<file path="src/rtl/periodic_timer_pkg.sv">
// constants and types for the periodic timer
package periodic_timer_pkg;
  localparam int          CNT_W        = 10;
  localparam int          ADDR_W       = 3;
  localparam logic [2:0]  ADDR_CTRL0   = 3'h0;
  localparam logic [2:0]  ADDR_CTRL1   = 3'h1;
  localparam logic [2:0]  ADDR_CNT_LO  = 3'h2;
  localparam logic [2:0]  ADDR_CNT_HI  = 3'h3;
  localparam logic [2:0]  ADDR_CMPA_LO = 3'h4;
  localparam logic [2:0]  ADDR_CMPA_HI = 3'h5;
  localparam logic [2:0]  ADDR_CMPP_LO = 3'h6;
  localparam logic [2:0]  ADDR_CMPP_HI = 3'h7;
  localparam int          BIT_PAUSE    = 7;
  localparam int          BIT_CLK_HI   = 6;
  localparam int          BIT_CLK_LO   = 4;
  localparam int          BIT_RUN      = 3;
  localparam int          BIT_MODE_HI  = 7;
  localparam int          BIT_MODE_LO  = 6;
  localparam int          BIT_PIN_HI   = 5;
  localparam int          BIT_PIN_LO   = 4;
  localparam int          BIT_INIT     = 3;
  localparam int          BIT_INV      = 2;
  localparam int          BIT_CAPSRC   = 1;
  localparam int          BIT_CLRSEL   = 0;
  localparam logic [7:0]  CTRL_RESET   = 8'h00;
  localparam logic [7:0]  CTRL0_MASK   = 8'hF8;
  localparam logic [1:0]  MODE_COMPARE = 2'h0;
  localparam logic [1:0]  MODE_CAPTURE = 2'h1;
  localparam logic [1:0]  MODE_PWM     = 2'h2;
  localparam logic [1:0]  MODE_TIMER   = 2'h3;
  localparam logic [1:0]  PIN_NONE     = 2'h0;
  localparam logic [1:0]  PIN_LOW      = 2'h1;
  localparam logic [1:0]  PIN_HIGH     = 2'h2;
  localparam logic [1:0]  PIN_TOGGLE   = 2'h3;
  localparam logic [1:0]  CAP_RISE     = 2'h0;
  localparam logic [1:0]  CAP_FALL     = 2'h1;
  localparam logic [1:0]  CAP_BOTH     = 2'h2;
  localparam logic [2:0]  CLK_SYS_DIV4 = 3'h0;
  localparam logic [2:0]  CLK_SYS      = 3'h1;
  localparam logic [2:0]  CLK_HS_DIV16 = 3'h2;
  localparam logic [2:0]  CLK_HS_DIV64 = 3'h3;
  localparam logic [2:0]  CLK_SUB_A    = 3'h4;
  localparam logic [2:0]  CLK_SUB_B    = 3'h5;
  localparam logic [2:0]  CLK_EXT_RISE = 3'h6;
  localparam logic [2:0]  CLK_EXT_FALL = 3'h7;
  localparam logic [1:0]  DIV4_LAST    = 2'h3;
  localparam logic [5:0]  DIV16_LAST   = 6'h0F;
  localparam logic [5:0]  DIV64_LAST   = 6'h3F;
  localparam logic [9:0]  CNT_ZERO     = 10'h000;
  localparam logic [9:0]  CNT_MAX      = 10'h3FF;

  typedef struct packed {
    logic [ADDR_W-1:0] addr;
    logic [7:0]        wdata;
    logic              wr;
    logic              rd;
  } reg_req_t;

  typedef struct packed {
    logic       compare_a_flag;
    logic       compare_p_flag;
    logic       capture;
  } timer_event_t;
endpackage

</file>
<file path="src/rtl/periodic_timer.sv">
// 10-bit periodic timer with two comparators, output pin and capture
//
// Functional notes
// 10-bit up counter advancing on selected ticks
// comparators A and P match full 10 bits
// counter cleared by run-enable rising
// overflow or selected match clears, raises flag
// pause holds counter, resumes from value
// 3-bit field selects counter clock source
// run-enable low stops counter, keeps value
// run-enable rise loads output initial level
// 2-bit field selects operating mode
// software stops timer before mode change
// compare mode A match: none/low/high/toggle
// pwm mode: inactive/active/pwm/single pulse
// capture edge: rise/fall/both/disabled
// match action equal to level changes nothing
// software changes pwm pin field when stopped
// initial level bit sets pre-match/active level
// invert bit inverts output pin
// capture source: capture pin or clock pin
// clear select: A match, else P/overflow
// clear select ignored in pwm and capture
// counter read-only, compare values read/write pairs
// unused control bits read as zero
// compare A zero overflows, no A flag; pwm and capture modes still raise the A flag at zero
// clear select A suppresses P flag
// timer mode like compare, pin undriven
// pins synchronised and edge detected
`timescale 1ns/1ns
module periodic_timer
  import periodic_timer_pkg::*;
#(
  parameter int WIDTH = CNT_W
) (
  input  wire logic              clock_i,
  input  wire logic              rst_i,
  input  wire reg_req_t          req_i,
  output logic [7:0]             rdata_o,
  input  wire logic              high_clk_tick_i,
  input  wire logic              sub_clk_tick_i,
  input  wire logic              external_clock_pin_i,
  input  wire logic              capture_input_pin_i,
  output logic                   timer_output_pin_o,
  output logic                   timer_output_pin_oe_o,
  output logic                   compare_a_flag_o,
  output logic                   compare_p_flag_o,
  output logic                   capture_event_o,
  output logic [WIDTH-1:0]       capture_value_o
);

  typedef enum {PULSE_IDLE, PULSE_ACTIVE, PULSE_DONE} pulse_state_t;

  logic [7:0]       control_0;
  logic [7:0]       control_1;
  logic [WIDTH-1:0] counter;
  logic [WIDTH-1:0] compare_a_value;
  logic [WIDTH-1:0] compare_p_value;
  logic             run_q;
  logic             out_level;
  logic [1:0]       div4;
  logic [5:0]       div16;
  logic [5:0]       div64;
  logic [1:0]       ext_sync;
  logic [1:0]       cap_sync;
  logic             ext_prev;
  logic             cap_prev;
  pulse_state_t     pulse_state;

  logic             run_en;
  logic             pause;
  logic [2:0]       clk_sel;
  logic [1:0]       mode;
  logic [1:0]       pin_func;
  logic             init_level;
  logic             invert;
  logic             run_rise;
  logic             tick;
  logic             match_a;
  logic             match_p;
  logic             overflow;
  logic             clear_cnt;
  logic             flag_a;
  logic             flag_p;
  logic             cap_pin;
  logic             cap_prev_sel;
  logic             cap_hit;
  logic             next_out;
  logic [WIDTH-1:0] next_counter;

  function automatic logic [WIDTH-1:0] merge_low(input logic [WIDTH-1:0] v,
                                                 input logic [7:0] d);
    merge_low = {v[WIDTH-1:8], d};
  endfunction

  function automatic logic [WIDTH-1:0] merge_high(input logic [WIDTH-1:0] v,
                                                  input logic [7:0] d);
    merge_high = {d[WIDTH-9:0], v[7:0]};
  endfunction

  function automatic logic [7:0] high_part(input logic [WIDTH-1:0] v);
    high_part = {{(16-WIDTH){1'b0}}, v[WIDTH-1:8]};
  endfunction

  assign pause      = control_0[BIT_PAUSE];
  assign clk_sel    = control_0[BIT_CLK_HI:BIT_CLK_LO];
  assign run_en     = control_0[BIT_RUN];
  assign mode       = control_1[BIT_MODE_HI:BIT_MODE_LO];
  assign pin_func   = control_1[BIT_PIN_HI:BIT_PIN_LO];
  assign init_level = control_1[BIT_INIT];
  assign invert     = control_1[BIT_INV];
  assign run_rise   = run_en && !run_q;

  // registers
  always_ff @(posedge clock_i) begin
    if (rst_i) begin
      control_0       <= CTRL_RESET;
      control_1       <= CTRL_RESET;
      compare_a_value <= '0;
      compare_p_value <= '0;
    end else if (req_i.wr) begin
      case (req_i.addr)
        ADDR_CTRL0:   control_0 <= req_i.wdata & CTRL0_MASK;
        ADDR_CTRL1:   control_1 <= req_i.wdata;
        ADDR_CMPA_LO: compare_a_value <= merge_low(compare_a_value, req_i.wdata);
        ADDR_CMPA_HI: compare_a_value <= merge_high(compare_a_value, req_i.wdata);
        ADDR_CMPP_LO: compare_p_value <= merge_low(compare_p_value, req_i.wdata);
        ADDR_CMPP_HI: compare_p_value <= merge_high(compare_p_value, req_i.wdata);
        default: begin
        end
      endcase
    end
  end

  // read data one cycle after the strobe; counter bytes are read only
  always_ff @(posedge clock_i) begin
    if (rst_i) begin
      rdata_o <= 8'h00;
    end else if (req_i.rd) begin
      case (req_i.addr)
        ADDR_CTRL0:   rdata_o <= control_0 & CTRL0_MASK;
        ADDR_CTRL1:   rdata_o <= control_1;
        ADDR_CNT_LO:  rdata_o <= counter[7:0];
        ADDR_CNT_HI:  rdata_o <= high_part(counter);
        ADDR_CMPA_LO: rdata_o <= compare_a_value[7:0];
        ADDR_CMPA_HI: rdata_o <= high_part(compare_a_value);
        ADDR_CMPP_LO: rdata_o <= compare_p_value[7:0];
        ADDR_CMPP_HI: rdata_o <= high_part(compare_p_value);
        default:      rdata_o <= 8'h00;
      endcase
    end else begin
      rdata_o <= 8'h00;
    end
  end

  // prescalers stop while the timer is off to save power
  always_ff @(posedge clock_i) begin
    if (rst_i || !run_en) begin
      div4  <= '0;
      div16 <= '0;
      div64 <= '0;
    end else begin
      div4 <= div4 + 2'h1;
      if (high_clk_tick_i) begin
        div16 <= (div16 == DIV16_LAST) ? 6'h00 : div16 + 6'h01;
        div64 <= (div64 == DIV64_LAST) ? 6'h00 : div64 + 6'h01;
      end
    end
  end

  // two-stage synchronisers; first stage feeds only the second
  always_ff @(posedge clock_i) begin
    if (rst_i) begin
      ext_sync <= 2'h0;
      cap_sync <= 2'h0;
      ext_prev <= 1'b0;
      cap_prev <= 1'b0;
    end else begin
      ext_sync <= {ext_sync[0], external_clock_pin_i};
      cap_sync <= {cap_sync[0], capture_input_pin_i};
      ext_prev <= ext_sync[1];
      cap_prev <= cap_sync[1];
    end
  end

  always_comb begin
    case (clk_sel)
      CLK_SYS_DIV4: tick = (div4 == DIV4_LAST);
      CLK_SYS:      tick = 1'b1;
      CLK_HS_DIV16: tick = high_clk_tick_i && (div16 == DIV16_LAST);
      CLK_HS_DIV64: tick = high_clk_tick_i && (div64 == DIV64_LAST);
      CLK_SUB_A,
      CLK_SUB_B:    tick = sub_clk_tick_i;
      CLK_EXT_RISE: tick = ext_sync[1] && !ext_prev;
      CLK_EXT_FALL: tick = !ext_sync[1] && ext_prev;
      default:      tick = 1'b0;
    endcase
  end

  // comparators look at every counter bit
  assign match_a  = tick && (counter == compare_a_value);
  assign match_p  = tick && (counter == compare_p_value);
  assign overflow = tick && (counter == CNT_MAX);

  always_comb begin
    clear_cnt = 1'b0;
    flag_a    = 1'b0;
    flag_p    = 1'b0;
    if (mode == MODE_COMPARE || mode == MODE_TIMER) begin
      if (control_1[BIT_CLRSEL]) begin
        // A value zero leaves only the overflow to clear
        flag_a    = match_a && (compare_a_value != CNT_ZERO);
        clear_cnt = flag_a || overflow;
        flag_p    = 1'b0;
      end else begin
        flag_a    = match_a && (compare_a_value != CNT_ZERO);
        flag_p    = (compare_p_value == CNT_ZERO) ? overflow : match_p;
        clear_cnt = flag_p || overflow;
      end
    end else begin
      // clear select is not looked at in these modes
      flag_a    = match_a;
      flag_p    = (compare_p_value == CNT_ZERO) ? overflow : match_p;
      clear_cnt = (mode == MODE_PWM) ? flag_p : overflow;
    end
  end

  always_comb begin
    if (!run_en || pause) begin
      next_counter = counter;
    end else if (clear_cnt) begin
      next_counter = '0;
    end else if (tick) begin
      next_counter = counter + 1'b1;
    end else begin
      next_counter = counter;
    end
  end

  always_ff @(posedge clock_i) begin
    if (rst_i) begin
      counter <= '0;
      run_q   <= 1'b0;
    end else begin
      run_q <= run_en;
      if (run_rise) begin
        counter <= '0;
      end else begin
        counter <= next_counter;
      end
    end
  end

  logic ev_a;
  logic ev_p;
  assign ev_a = flag_a && run_en && !pause && !run_rise;
  assign ev_p = flag_p && run_en && !pause && !run_rise;

  // capture trigger
  assign cap_pin      = control_1[BIT_CAPSRC] ? ext_sync[1] : cap_sync[1];
  assign cap_prev_sel = control_1[BIT_CAPSRC] ? ext_prev : cap_prev;
  always_comb begin
    case (pin_func)
      CAP_RISE: cap_hit = cap_pin && !cap_prev_sel;
      CAP_FALL: cap_hit = !cap_pin && cap_prev_sel;
      CAP_BOTH: cap_hit = cap_pin != cap_prev_sel;
      default:  cap_hit = 1'b0;
    endcase
  end

  always_ff @(posedge clock_i) begin
    if (rst_i) begin
      compare_a_flag_o <= 1'b0;
      compare_p_flag_o <= 1'b0;
      capture_event_o  <= 1'b0;
      capture_value_o  <= '0;
    end else begin
      compare_a_flag_o <= ev_a;
      compare_p_flag_o <= ev_p;
      capture_event_o  <= 1'b0;
      if (mode == MODE_CAPTURE && run_en && cap_hit) begin
        capture_event_o <= 1'b1;
        capture_value_o <= counter;
      end
    end
  end

  // output level before inversion
  always_comb begin
    next_out = out_level;
    if (run_rise) begin
      next_out = init_level;
    end else if (mode == MODE_COMPARE && ev_a) begin
      case (pin_func)
        PIN_LOW:    next_out = 1'b0;
        PIN_HIGH:   next_out = 1'b1;
        PIN_TOGGLE: next_out = !out_level;
        default:    next_out = out_level;
      endcase
    end else if (mode == MODE_PWM) begin
      // pwm duty ends at the A match; period restarts at clear
      case (pin_func)
        PIN_NONE: next_out = !init_level;
        PIN_LOW:  next_out = init_level;
        PIN_HIGH: begin
          if (ev_a) begin
            next_out = !init_level;
          end else if (ev_p || (run_en && !pause && tick && counter == CNT_ZERO)) begin
            next_out = (compare_a_value != CNT_ZERO) ? init_level : !init_level;
          end
        end
        default: begin
          if (pulse_state == PULSE_ACTIVE && ev_a) begin
            next_out = !init_level;
          end
        end
      endcase
    end
  end

  always_ff @(posedge clock_i) begin
    if (rst_i) begin
      out_level   <= 1'b0;
      pulse_state <= PULSE_IDLE;
    end else begin
      out_level <= next_out;
      case (pulse_state)
        PULSE_IDLE:   if (run_rise) begin
          pulse_state <= PULSE_ACTIVE;
        end
        PULSE_ACTIVE: if (ev_a || !run_en) begin
          pulse_state <= PULSE_DONE;
        end
        PULSE_DONE:   if (run_rise) begin
          pulse_state <= PULSE_ACTIVE;
        end
        default:      pulse_state <= PULSE_IDLE;
      endcase
    end
  end

  // pin drive: not driven in capture or timer mode
  always_ff @(posedge clock_i) begin
    if (rst_i) begin
      timer_output_pin_o    <= 1'b0;
      timer_output_pin_oe_o <= 1'b0;
    end else begin
      timer_output_pin_o    <= next_out ^ invert;
      timer_output_pin_oe_o <= (mode == MODE_COMPARE) || (mode == MODE_PWM);
    end
  end

  a_run_clears_count: assert property (@(posedge clock_i) disable iff (rst_i)
    $rose(run_en) |=> counter == CNT_ZERO)
    else $error("counter not cleared on run enable");
  a_pause_holds: assert property (@(posedge clock_i) disable iff (rst_i)
    (pause && run_q && run_en) |=> $stable(counter))
    else $error("counter moved while paused");
  a_off_holds: assert property (@(posedge clock_i) disable iff (rst_i)
    (!run_en && !$past(run_en)) |=> $stable(counter))
    else $error("counter moved while off");
  a_init_level: assert property (@(posedge clock_i) disable iff (rst_i)
    run_rise |=> out_level == $past(init_level))
    else $error("output not at initial level");
  a_no_p_flag: assert property (@(posedge clock_i) disable iff (rst_i)
    (control_1[BIT_CLRSEL] && mode == MODE_COMPARE) |=> !compare_p_flag_o)
    else $error("p flag with clear select a");
  a_a_zero_flag: assert property (@(posedge clock_i) disable iff (rst_i)
    (mode == MODE_COMPARE && compare_a_value == CNT_ZERO) |=> !compare_a_flag_o)
    else $error("a flag with zero compare");
  a_invert_pin: assert property (@(posedge clock_i) disable iff (rst_i)
    run_rise |=> timer_output_pin_o == ($past(init_level) ^ $past(invert)))
    else $error("pin polarity wrong");
  a_clear_on_match: assert property (@(posedge clock_i) disable iff (rst_i)
    (ev_a && control_1[BIT_CLRSEL] && mode == MODE_COMPARE) |=> counter == CNT_ZERO)
    else $error("counter not cleared on a match");
  a_pin_undriven: assert property (@(posedge clock_i) disable iff (rst_i)
    (mode == MODE_TIMER) [*2] |-> !timer_output_pin_oe_o)
    else $error("pin driven in timer mode");

  c_a_match: cover property (@(posedge clock_i) compare_a_flag_o);
  c_p_match: cover property (@(posedge clock_i) compare_p_flag_o);
  c_capture: cover property (@(posedge clock_i) capture_event_o);
  c_toggle:  cover property (@(posedge clock_i) mode == MODE_COMPARE && $changed(out_level));

endmodule // periodic_timer

</file>
<file path="config.mk">
export PLATFORM = sky130hd
export DESIGN_NAME = periodic_timer
export DESIGN_NICKNAME = d
export VERILOG_FILES = /design/src/rtl/periodic_timer_pkg.sv /design/src/rtl/periodic_timer.sv
export SDC_FILE = /design/constraint.sdc
export NUM_CORES = 1
export LEC_CHECK = 0
export ABC_AREA = 1
export CORE_MARGIN = 4
export CORE_UTILIZATION = 35
export CTS_CLUSTER_SIZE = 16
export DETAILED_ROUTE_END_ITERATION = 7
export DONT_BUFFER_PORTS = 1
export GPL_ROUTABILITY_DRIVEN = 0
export HOLD_SLACK_MARGIN = 0.06
export SETUP_SLACK_MARGIN = 0.3
export SLEW_MARGIN = 20
export SYNTH_ARGS = -nofsm -noshare
export SYNTH_HDL_FRONTEND = slang
export SYNTH_SLANG_ARGS = --single-unit
</file>
<file path="constraint.sdc">
create_clock -name clock_i -period 2.3 [get_ports clock_i]
set_input_delay 0.46 -clock clock_i [delete_from_list [all_inputs] [get_ports clock_i]]
set_output_delay 0.46 -clock clock_i [all_outputs]
set_load 0.005 [all_outputs]
</file>
# Yosys cells after proc, flatten, opt, wreduce, memory -nomap -nowiden
# Index checks and enable logic that the tools add are counted.
[word_totals]
out_inout_bits = 23
register_bits = 120
input_bits = 19
[classes]
addsub = 4
reduce_logical = 63
n_eq_ne = 32
bitwise_logic = 7
n_mux = 31
[ops]
columns = ["operator", "n"]
rows = [
  ["32-bit by 2-bit equality test with 1-bit output, second input constant", 2],
  ["32-bit two-way mux", 2],
  ["32-bit one-hot mux with 2 select lines", 1],
  ["8-bit one-hot mux with 8 select lines", 1],
  ["10-bit one-hot mux with 2 select lines", 2],
  ["32-bit by 1-bit equality test with 1-bit output, second input constant", 1],
  ["32-bit zero test", 1],
  ["3-bit equality test, second input constant", 8],
  ["1-bit logical AND", 24],
  ["10-bit equality test", 2],
  ["10-bit zero test", 2],
  ["10-bit two-way mux", 2],
  ["1-bit two-way mux", 17],
  ["6-bit by 1-bit adder with 6-bit output, second input constant", 2],
  ["3-bit by 2-bit equality test with 1-bit output, second input constant", 4],
  ["6-bit two-way mux", 2],
  ["3-bit AND reduction", 4],
  ["10-bit by 1-bit adder with 10-bit output, second input constant", 1],
  ["10-bit equality test, second input constant", 1],
  ["2-bit equality test, second input constant", 5],
  ["1-bit zero test", 10],
  ["10-bit nonzero test", 1],
  ["1-bit one-hot mux with 3 select lines", 3],
  ["1-bit logical OR", 8],
  ["16 further kinds", 31],
]

# Depth between registers and ports, before layout
[depth]
depth_word = 18
ltp_mapped = 22
ltp_nobuf = 21

# Worst setup path after synthesis
# No wires, ideal clock.
[synth_timing]
path_type = "reg2reg"
from = "register div64[0]"
to = "register counter[8]"
arrival_ns = 1.826
period_less_slack_ns = 1.912
n_path_buf = 0
path_stages_with_launch = 18
slack_ns = 0.388
cell_sequence = "dfxtp_1 -> ha_1 -> nand2_1 -> nor2_2 -> nand2_1 -> nand2_1 -> nand3_2 -> nand2_4 -> nand2_4 -> clkinv_2 -> nand2_2 -> nor2_2 -> inv_2 -> nor2_2 -> inv_2 -> nor2_4 -> nand2_1 -> a221oi_2"
[synth_between]
elab_chain_len = 10
word_cells_on_any_way = 16
classes_between = "1 x eq/ne; 6 x mux; 9 x reduce/logical"
[synth_lines]
columns = ["item", "line", "text"]
rows = [
  ["from (decl)", "periodic_timer.sv:63", "logic [5:0] div64;"],
  ["from (signal assigned)", "periodic_timer.sv:166", "div64 <= (div64 == DIV64_LAST) ? 6'h00 : div64 + 6'h01;"],
  ["6-bit equality test (*)", "periodic_timer.sv:191", "CLK_HS_DIV64: tick = high_clk_tick_i && (div64 == DIV64_LAST);"],
  ["1-bit logical AND (*)", "periodic_timer.sv:191", ""],
  ["1-bit one-hot mux with 7 select lines (*)", "periodic_timer.sv:187", "case (clk_sel)"],
  ["1-bit logical AND (on tied branches)", "periodic_timer.sv:202, periodic_timer.sv:201, periodic_timer.sv:203", ""],
  ["1-bit two-way mux or 1-bit logical AND (tied branches)", "periodic_timer.sv:217, periodic_timer.sv:223, periodic_timer.sv:212", ""],
  ["1-bit logical OR (on tied branches)", "periodic_timer.sv:218, periodic_timer.sv:213", ""],
  ["1-bit two-way mux", "periodic_timer.sv:210", "if (control_1[BIT_CLRSEL]) begin"],
  ["1-bit two-way mux", "periodic_timer.sv:209", "if (mode == MODE_COMPARE || mode == MODE_TIMER) begin"],
  ["2-bit nonzero test (no line)", "n/a", ""],
  ["2-bit AND reduction (no line)", "n/a", ""],
  ["to (signal assigned)", "periodic_timer.sv:249", "counter <= next_counter;"],
  ["to (decl)", "periodic_timer.sv:56", "logic [WIDTH-1:0] counter;"],
]
# Mark *: on every way between the ends. The rest lies on a longest branch, timed or not.
# A chain may end at the register's enable or synchronous reset.

# Worst setup path after layout
[layout_timing]
from = "register div64[1]"
to = "register timer_output_pin_o"
[layout_between]
elab_chain_len = 18
word_cells_on_any_way = 30
classes_between = "1 x eq/ne; 12 x mux; 1 x bitwise; 16 x reduce/logical"
[layout_lines]
columns = ["item", "line", "text"]
rows = [
  ["6-bit equality test (*)", "periodic_timer.sv:191", ""],
  ["1-bit logical AND (*)", "periodic_timer.sv:191", ""],
  ["1-bit one-hot mux with 7 select lines (*)", "periodic_timer.sv:187", ""],
  ["1-bit logical AND (on tied branches)", "periodic_timer.sv:202, periodic_timer.sv:203", ""],
  ["1-bit two-way mux", "periodic_timer.sv:217, periodic_timer.sv:223", ""],
  ["1-bit two-way mux", "periodic_timer.sv:210", ""],
  ["1-bit two-way mux", "periodic_timer.sv:209", ""],
  ["1-bit logical AND (3 in series)", "periodic_timer.sv:257", "assign ev_p = flag_p && run_en && !pause && !run_rise;"],
  ["1-bit logical OR", "periodic_timer.sv:308", "end else if (ev_p || (run_en && !pause && tick && counter == CNT_ZERO)) begin"],
  ["1-bit two-way mux", "periodic_timer.sv:308", ""],
  ["1-bit two-way mux", "periodic_timer.sv:306", "if (ev_a) begin"],
  ["1-bit one-hot mux with 3 select lines", "periodic_timer.sv:302", "case (pin_func)"],
  ["1-bit two-way mux", "periodic_timer.sv:300", "end else if (mode == MODE_PWM) begin"],
  ["1-bit two-way mux (*)", "periodic_timer.sv:293", "end else if (mode == MODE_COMPARE && ev_a) begin"],
  ["1-bit two-way mux (*)", "periodic_timer.sv:291", "if (run_rise) begin"],
  ["1-bit bitwise XOR (*)", "periodic_timer.sv:348", "timer_output_pin_o <= next_out ^ invert;"],
  ["to (signal assigned)", "periodic_timer.sv:348", ""],
  ["to (decl)", "periodic_timer.sv:44", "output logic timer_output_pin_o,"],
]
# Marked as above.

==> impl_metrics.env <==
export IMPL_synth_nets=632
export IMPL_via_per_inst=5.27
export IMPL_finalSetupTns_ns=0
export IMPL_hold_path_class="input port to flip-flop"
export IMPL_cp_top_family="simple AND/OR/NAND/NOR gates"
export IMPL_crit_top_cell="nand2_1"
export IMPL_synth_cells=603
export IMPL_worstPathArrival_ns=2.31
export IMPL_p_leak_nw=2.04
export IMPL_synth_most_common_cell="nand2_1"
export IMPL_rsz0062_at_grt="yes"
export IMPL_required_ns=2.57
export IMPL_boundaryPins=42
export IMPL_status="completed"
export IMPL_grt_pass1_wl_mm=21.3
export IMPL_die_y_um=120
export IMPL_synth_edf_count=0
export IMPL_syn_to_final_growth_pct=20.0
export IMPL_die_x_um=120
export IMPL_cts_buffers=9
export IMPL_grt_max_degree=34
export IMPL_syn_area_per_cell_um2=7.26
export IMPL_synth_seq_cells=90
export IMPL_synth_area_mm2=0.00438
export IMPL_core_area_mm2=0.0121
export IMPL_clockBufferDepth=2
export IMPL_io_buffers=0
export IMPL_cts_root_buf="clkbuf_16"
export IMPL_antenna_found_initial=0
export IMPL_cp_start_kind="flip-flop"
export IMPL_clock_sinks=90
export IMPL_synthFlopType="dfxtp_1"
export IMPL_crit_chain="ha_4 -> nand2_2 -> nor2_2 -> nand2_1 -> nand2_1 -> nand3_2 -> nand2_4 -> buf_6 -> nand2_4 -> o21ai_2 -> inv_1 -> nand2_1 -> nand2_1 -> nand2_1 -> nand2_1 -> nand2_2 -> nand2_4 -> nand3_2 -> nand2_1 -> nor2_1"
export IMPL_route_detailed_drc=0
export IMPL_vias=4236
export IMPL_overflow=0
export IMPL_setup_viol=0
export IMPL_irDropWorstVdd_v=0.000375
export IMPL_critical_path_buf_inv_count=2
export IMPL_ys_top_cells_by_area="dfxtp_1, nand2_1, a21oi_1, inv_1, nor2_1"
export IMPL_initial_core_util_pct=36.1
export IMPL_nets=660
export IMPL_tritoncts="built"
export IMPL_critical_path_max_stage_delay_ns=0.36
export IMPL_dieArea_mm2=0.0144
export IMPL_avgRoutedWirePerCell_um=16.8
export IMPL_drt_iter0_markers=425
export IMPL_cp_slowest_cell="dfxtp_2"
export IMPL_synth_top_area_cell="dfxtp_1"
export IMPL_insertion_delay_ns=0.34
export IMPL_max_freq_mhz=492
export IMPL_period_share_pct=88.4
export IMPL_holdWs_ns=0.187
export IMPL_reg2reg_slack_ns=0.27
export IMPL_ys_warnings_count=0
export IMPL_max_slew_worst_pin_slew_ns=0.548
export IMPL_ys_top_cells_by_count="nand2_1, dfxtp_1, inv_1, a21oi_1, nor2_1"
export IMPL_diodes=0
export IMPL_cp_end_kind="flip-flop"
export IMPL_dr_pass1_iters=7
export IMPL_slew_violations=0
export IMPL_synth_top_area_share_pct=41.2
export IMPL_grt_usage_pct=18.8
export IMPL_relSlewSlack_pct=63.4
export IMPL_crit_fanout=6
export IMPL_async_flop_share_pct=0
export IMPL_ys_types=45
export IMPL_rows=40
export IMPL_dp_hpwl_mm=9.56
export IMPL_drtAntennaViolNets=0
export IMPL_period_minus_slack_ns=2.03
export IMPL_path_class="flip-flop to flip-flop"
export IMPL_path_clk_slew_ns=0.07
export IMPL_first_global_vias=3888
export IMPL_cts_htree_levels=3
export IMPL_ys_seq_area_share_pct=41.2
export IMPL_hold_viol=0
export IMPL_finClkSkew_ns=0.00620
export IMPL_drive_above_1_share_pct=18.6
export IMPL_drv_cap=0
export IMPL_drt_wl_total_mm=13.5
export IMPL_powerDensity_mw_per_mm2=641
==> layout by cell type, fill, tap and decap left out, types with 4 or more instances in the layout <==
cell type,Yosys,final
inv_2,9,11
o22ai_1,10,10
nor3_1,9,8
a221oi_1,8,8
nor2_1,61,58
nand4_1,9,9
nand3_1,27,25
dfxtp_2,0,10
nor2_4,3,6
buf_4,1,26
a211oi_1,17,17
a21oi_1,65,63
dfxtp_1,90,74
nand2_4,3,7
nand2_2,4,7
nand2_1,119,112
nor2_2,5,5
o21ai_0,41,39
nand3_2,2,4
clkbuf_16,0,9
dfxtp_4,0,6
ha_1,10,7
inv_1,69,67
==> what timing repair did <==
action,4_1_cts,5_1_grt
pin swaps,11,16
resized for setup,25,38
hold buffers,0,0
buffers inserted,13,8
setup endpoints to repair,11,20
==> area by class of cell <==
cell class	instances	area, µm²
clock buffer	12	246
clock inverter	4	51.3
fill	1263	6860
inverter	82	315
multi-input combinational	417	2330
sequential	90	1840
tap	168	210
timing repair buffer	31	262
==> report_power, final <==
| group | total, mW | switching, mW | internal, mW | leakage (nW) |
|---|---|---|---|---|
| registers | 1.61 | 0.0293 | 1.58 | 0.739 |
| logic | 0.254 | 0.166 | 0.0878 | 1.16 |
| clock network | 1.50 | 0.623 | 0.873 | 0.143 |
==> routing by layer <==
layer	track usage [%]	wire length, µm	up-vias
li1	-	-	2073
met1	24.8	5710	1943
met2	29.7	6180	175
met3	4.95	1110	45
met4	6.73	500	0
met5	0	0	-
==> worst register-to-register path, stage by stage, from the launching register on <==
cell	delay, ns
dfxtp_2	0.36
ha_4	0.14
nand2_2	0.06
nor2_2	0.14
nand2_1	0.07
nand2_1	0.08
nand3_2	0.08
nand2_4	0.14
buf_6	0.12
nand2_4	0.06
o21ai_2	0.11
inv_1	0.05
nand2_1	0.05
nand2_1	0.04
nand2_1	0.05
nand2_1	0.05
nand2_2	0.07
nand2_4	0.06
nand3_2	0.05
nand2_1	0.05
nor2_1	0.11
==> per-stage QoR <==
step / power [mW] / worst slack, ns / utilization (%) / std cells / cell area (µm²)
finish: 3.36 / 0.268 / 43.3 / 804 / 5250
detailed placement: 1.88 / 0.113 / 38.0 / 767 / 4600
floorplan: 1.83 / 0.388 / - / 603 / 4380
CTS: 3.37 / 0.234 / 41.7 / 796 / 5050
global route: 3.49 / 0.0631 / 43.3 / 804 / 5250
global placement: 1.88 / 0.134 / 38.0 / 767 / 4600
==> cells by family (layout without fill, tap and decap cells) <==
logic type	count (synthesis)	in the layout	synth area share, %
xor gates and xnor gates	3	3	0.600
adders and majority gates	10	10	2.86
DFF	90	90	41.2
AOI/OAI and AO/OA	154	154	20.7
and+or+nand+nor	250	250	26.0
buffers and inverters	96	129	8.60
==> registers in the layout (all words and copies together) (netlist names) <==
name,count
cap_prev,1
div4,2
timer_output_pin_oe_o,1
compare_a_flag_o,1
out_level,1
run_q,1
capture_event_o,1
div64,6
timer_output_pin_o,1
control_1,8
pulse_state,2
rdata_o,8
capture_value_o,10
compare_p_flag_o,1
compare_a_value,10
ext_prev,1
counter,10
compare_p_value,10
cap_sync,2
control_0,5
div16,6
ext_sync,2
==> worst paths after layout <==
kind	cells past startpoint	endpoint	startpoint
max reg2reg	20	timer_output_pin_o	div64[1]
min	1	pulse_state[1]	rst_i
max	20	timer_output_pin_o	div64[1]
min reg2reg	2	ext_sync[1]	ext_sync[0]
Note: power is estimated with default switching activity, not from simulation.
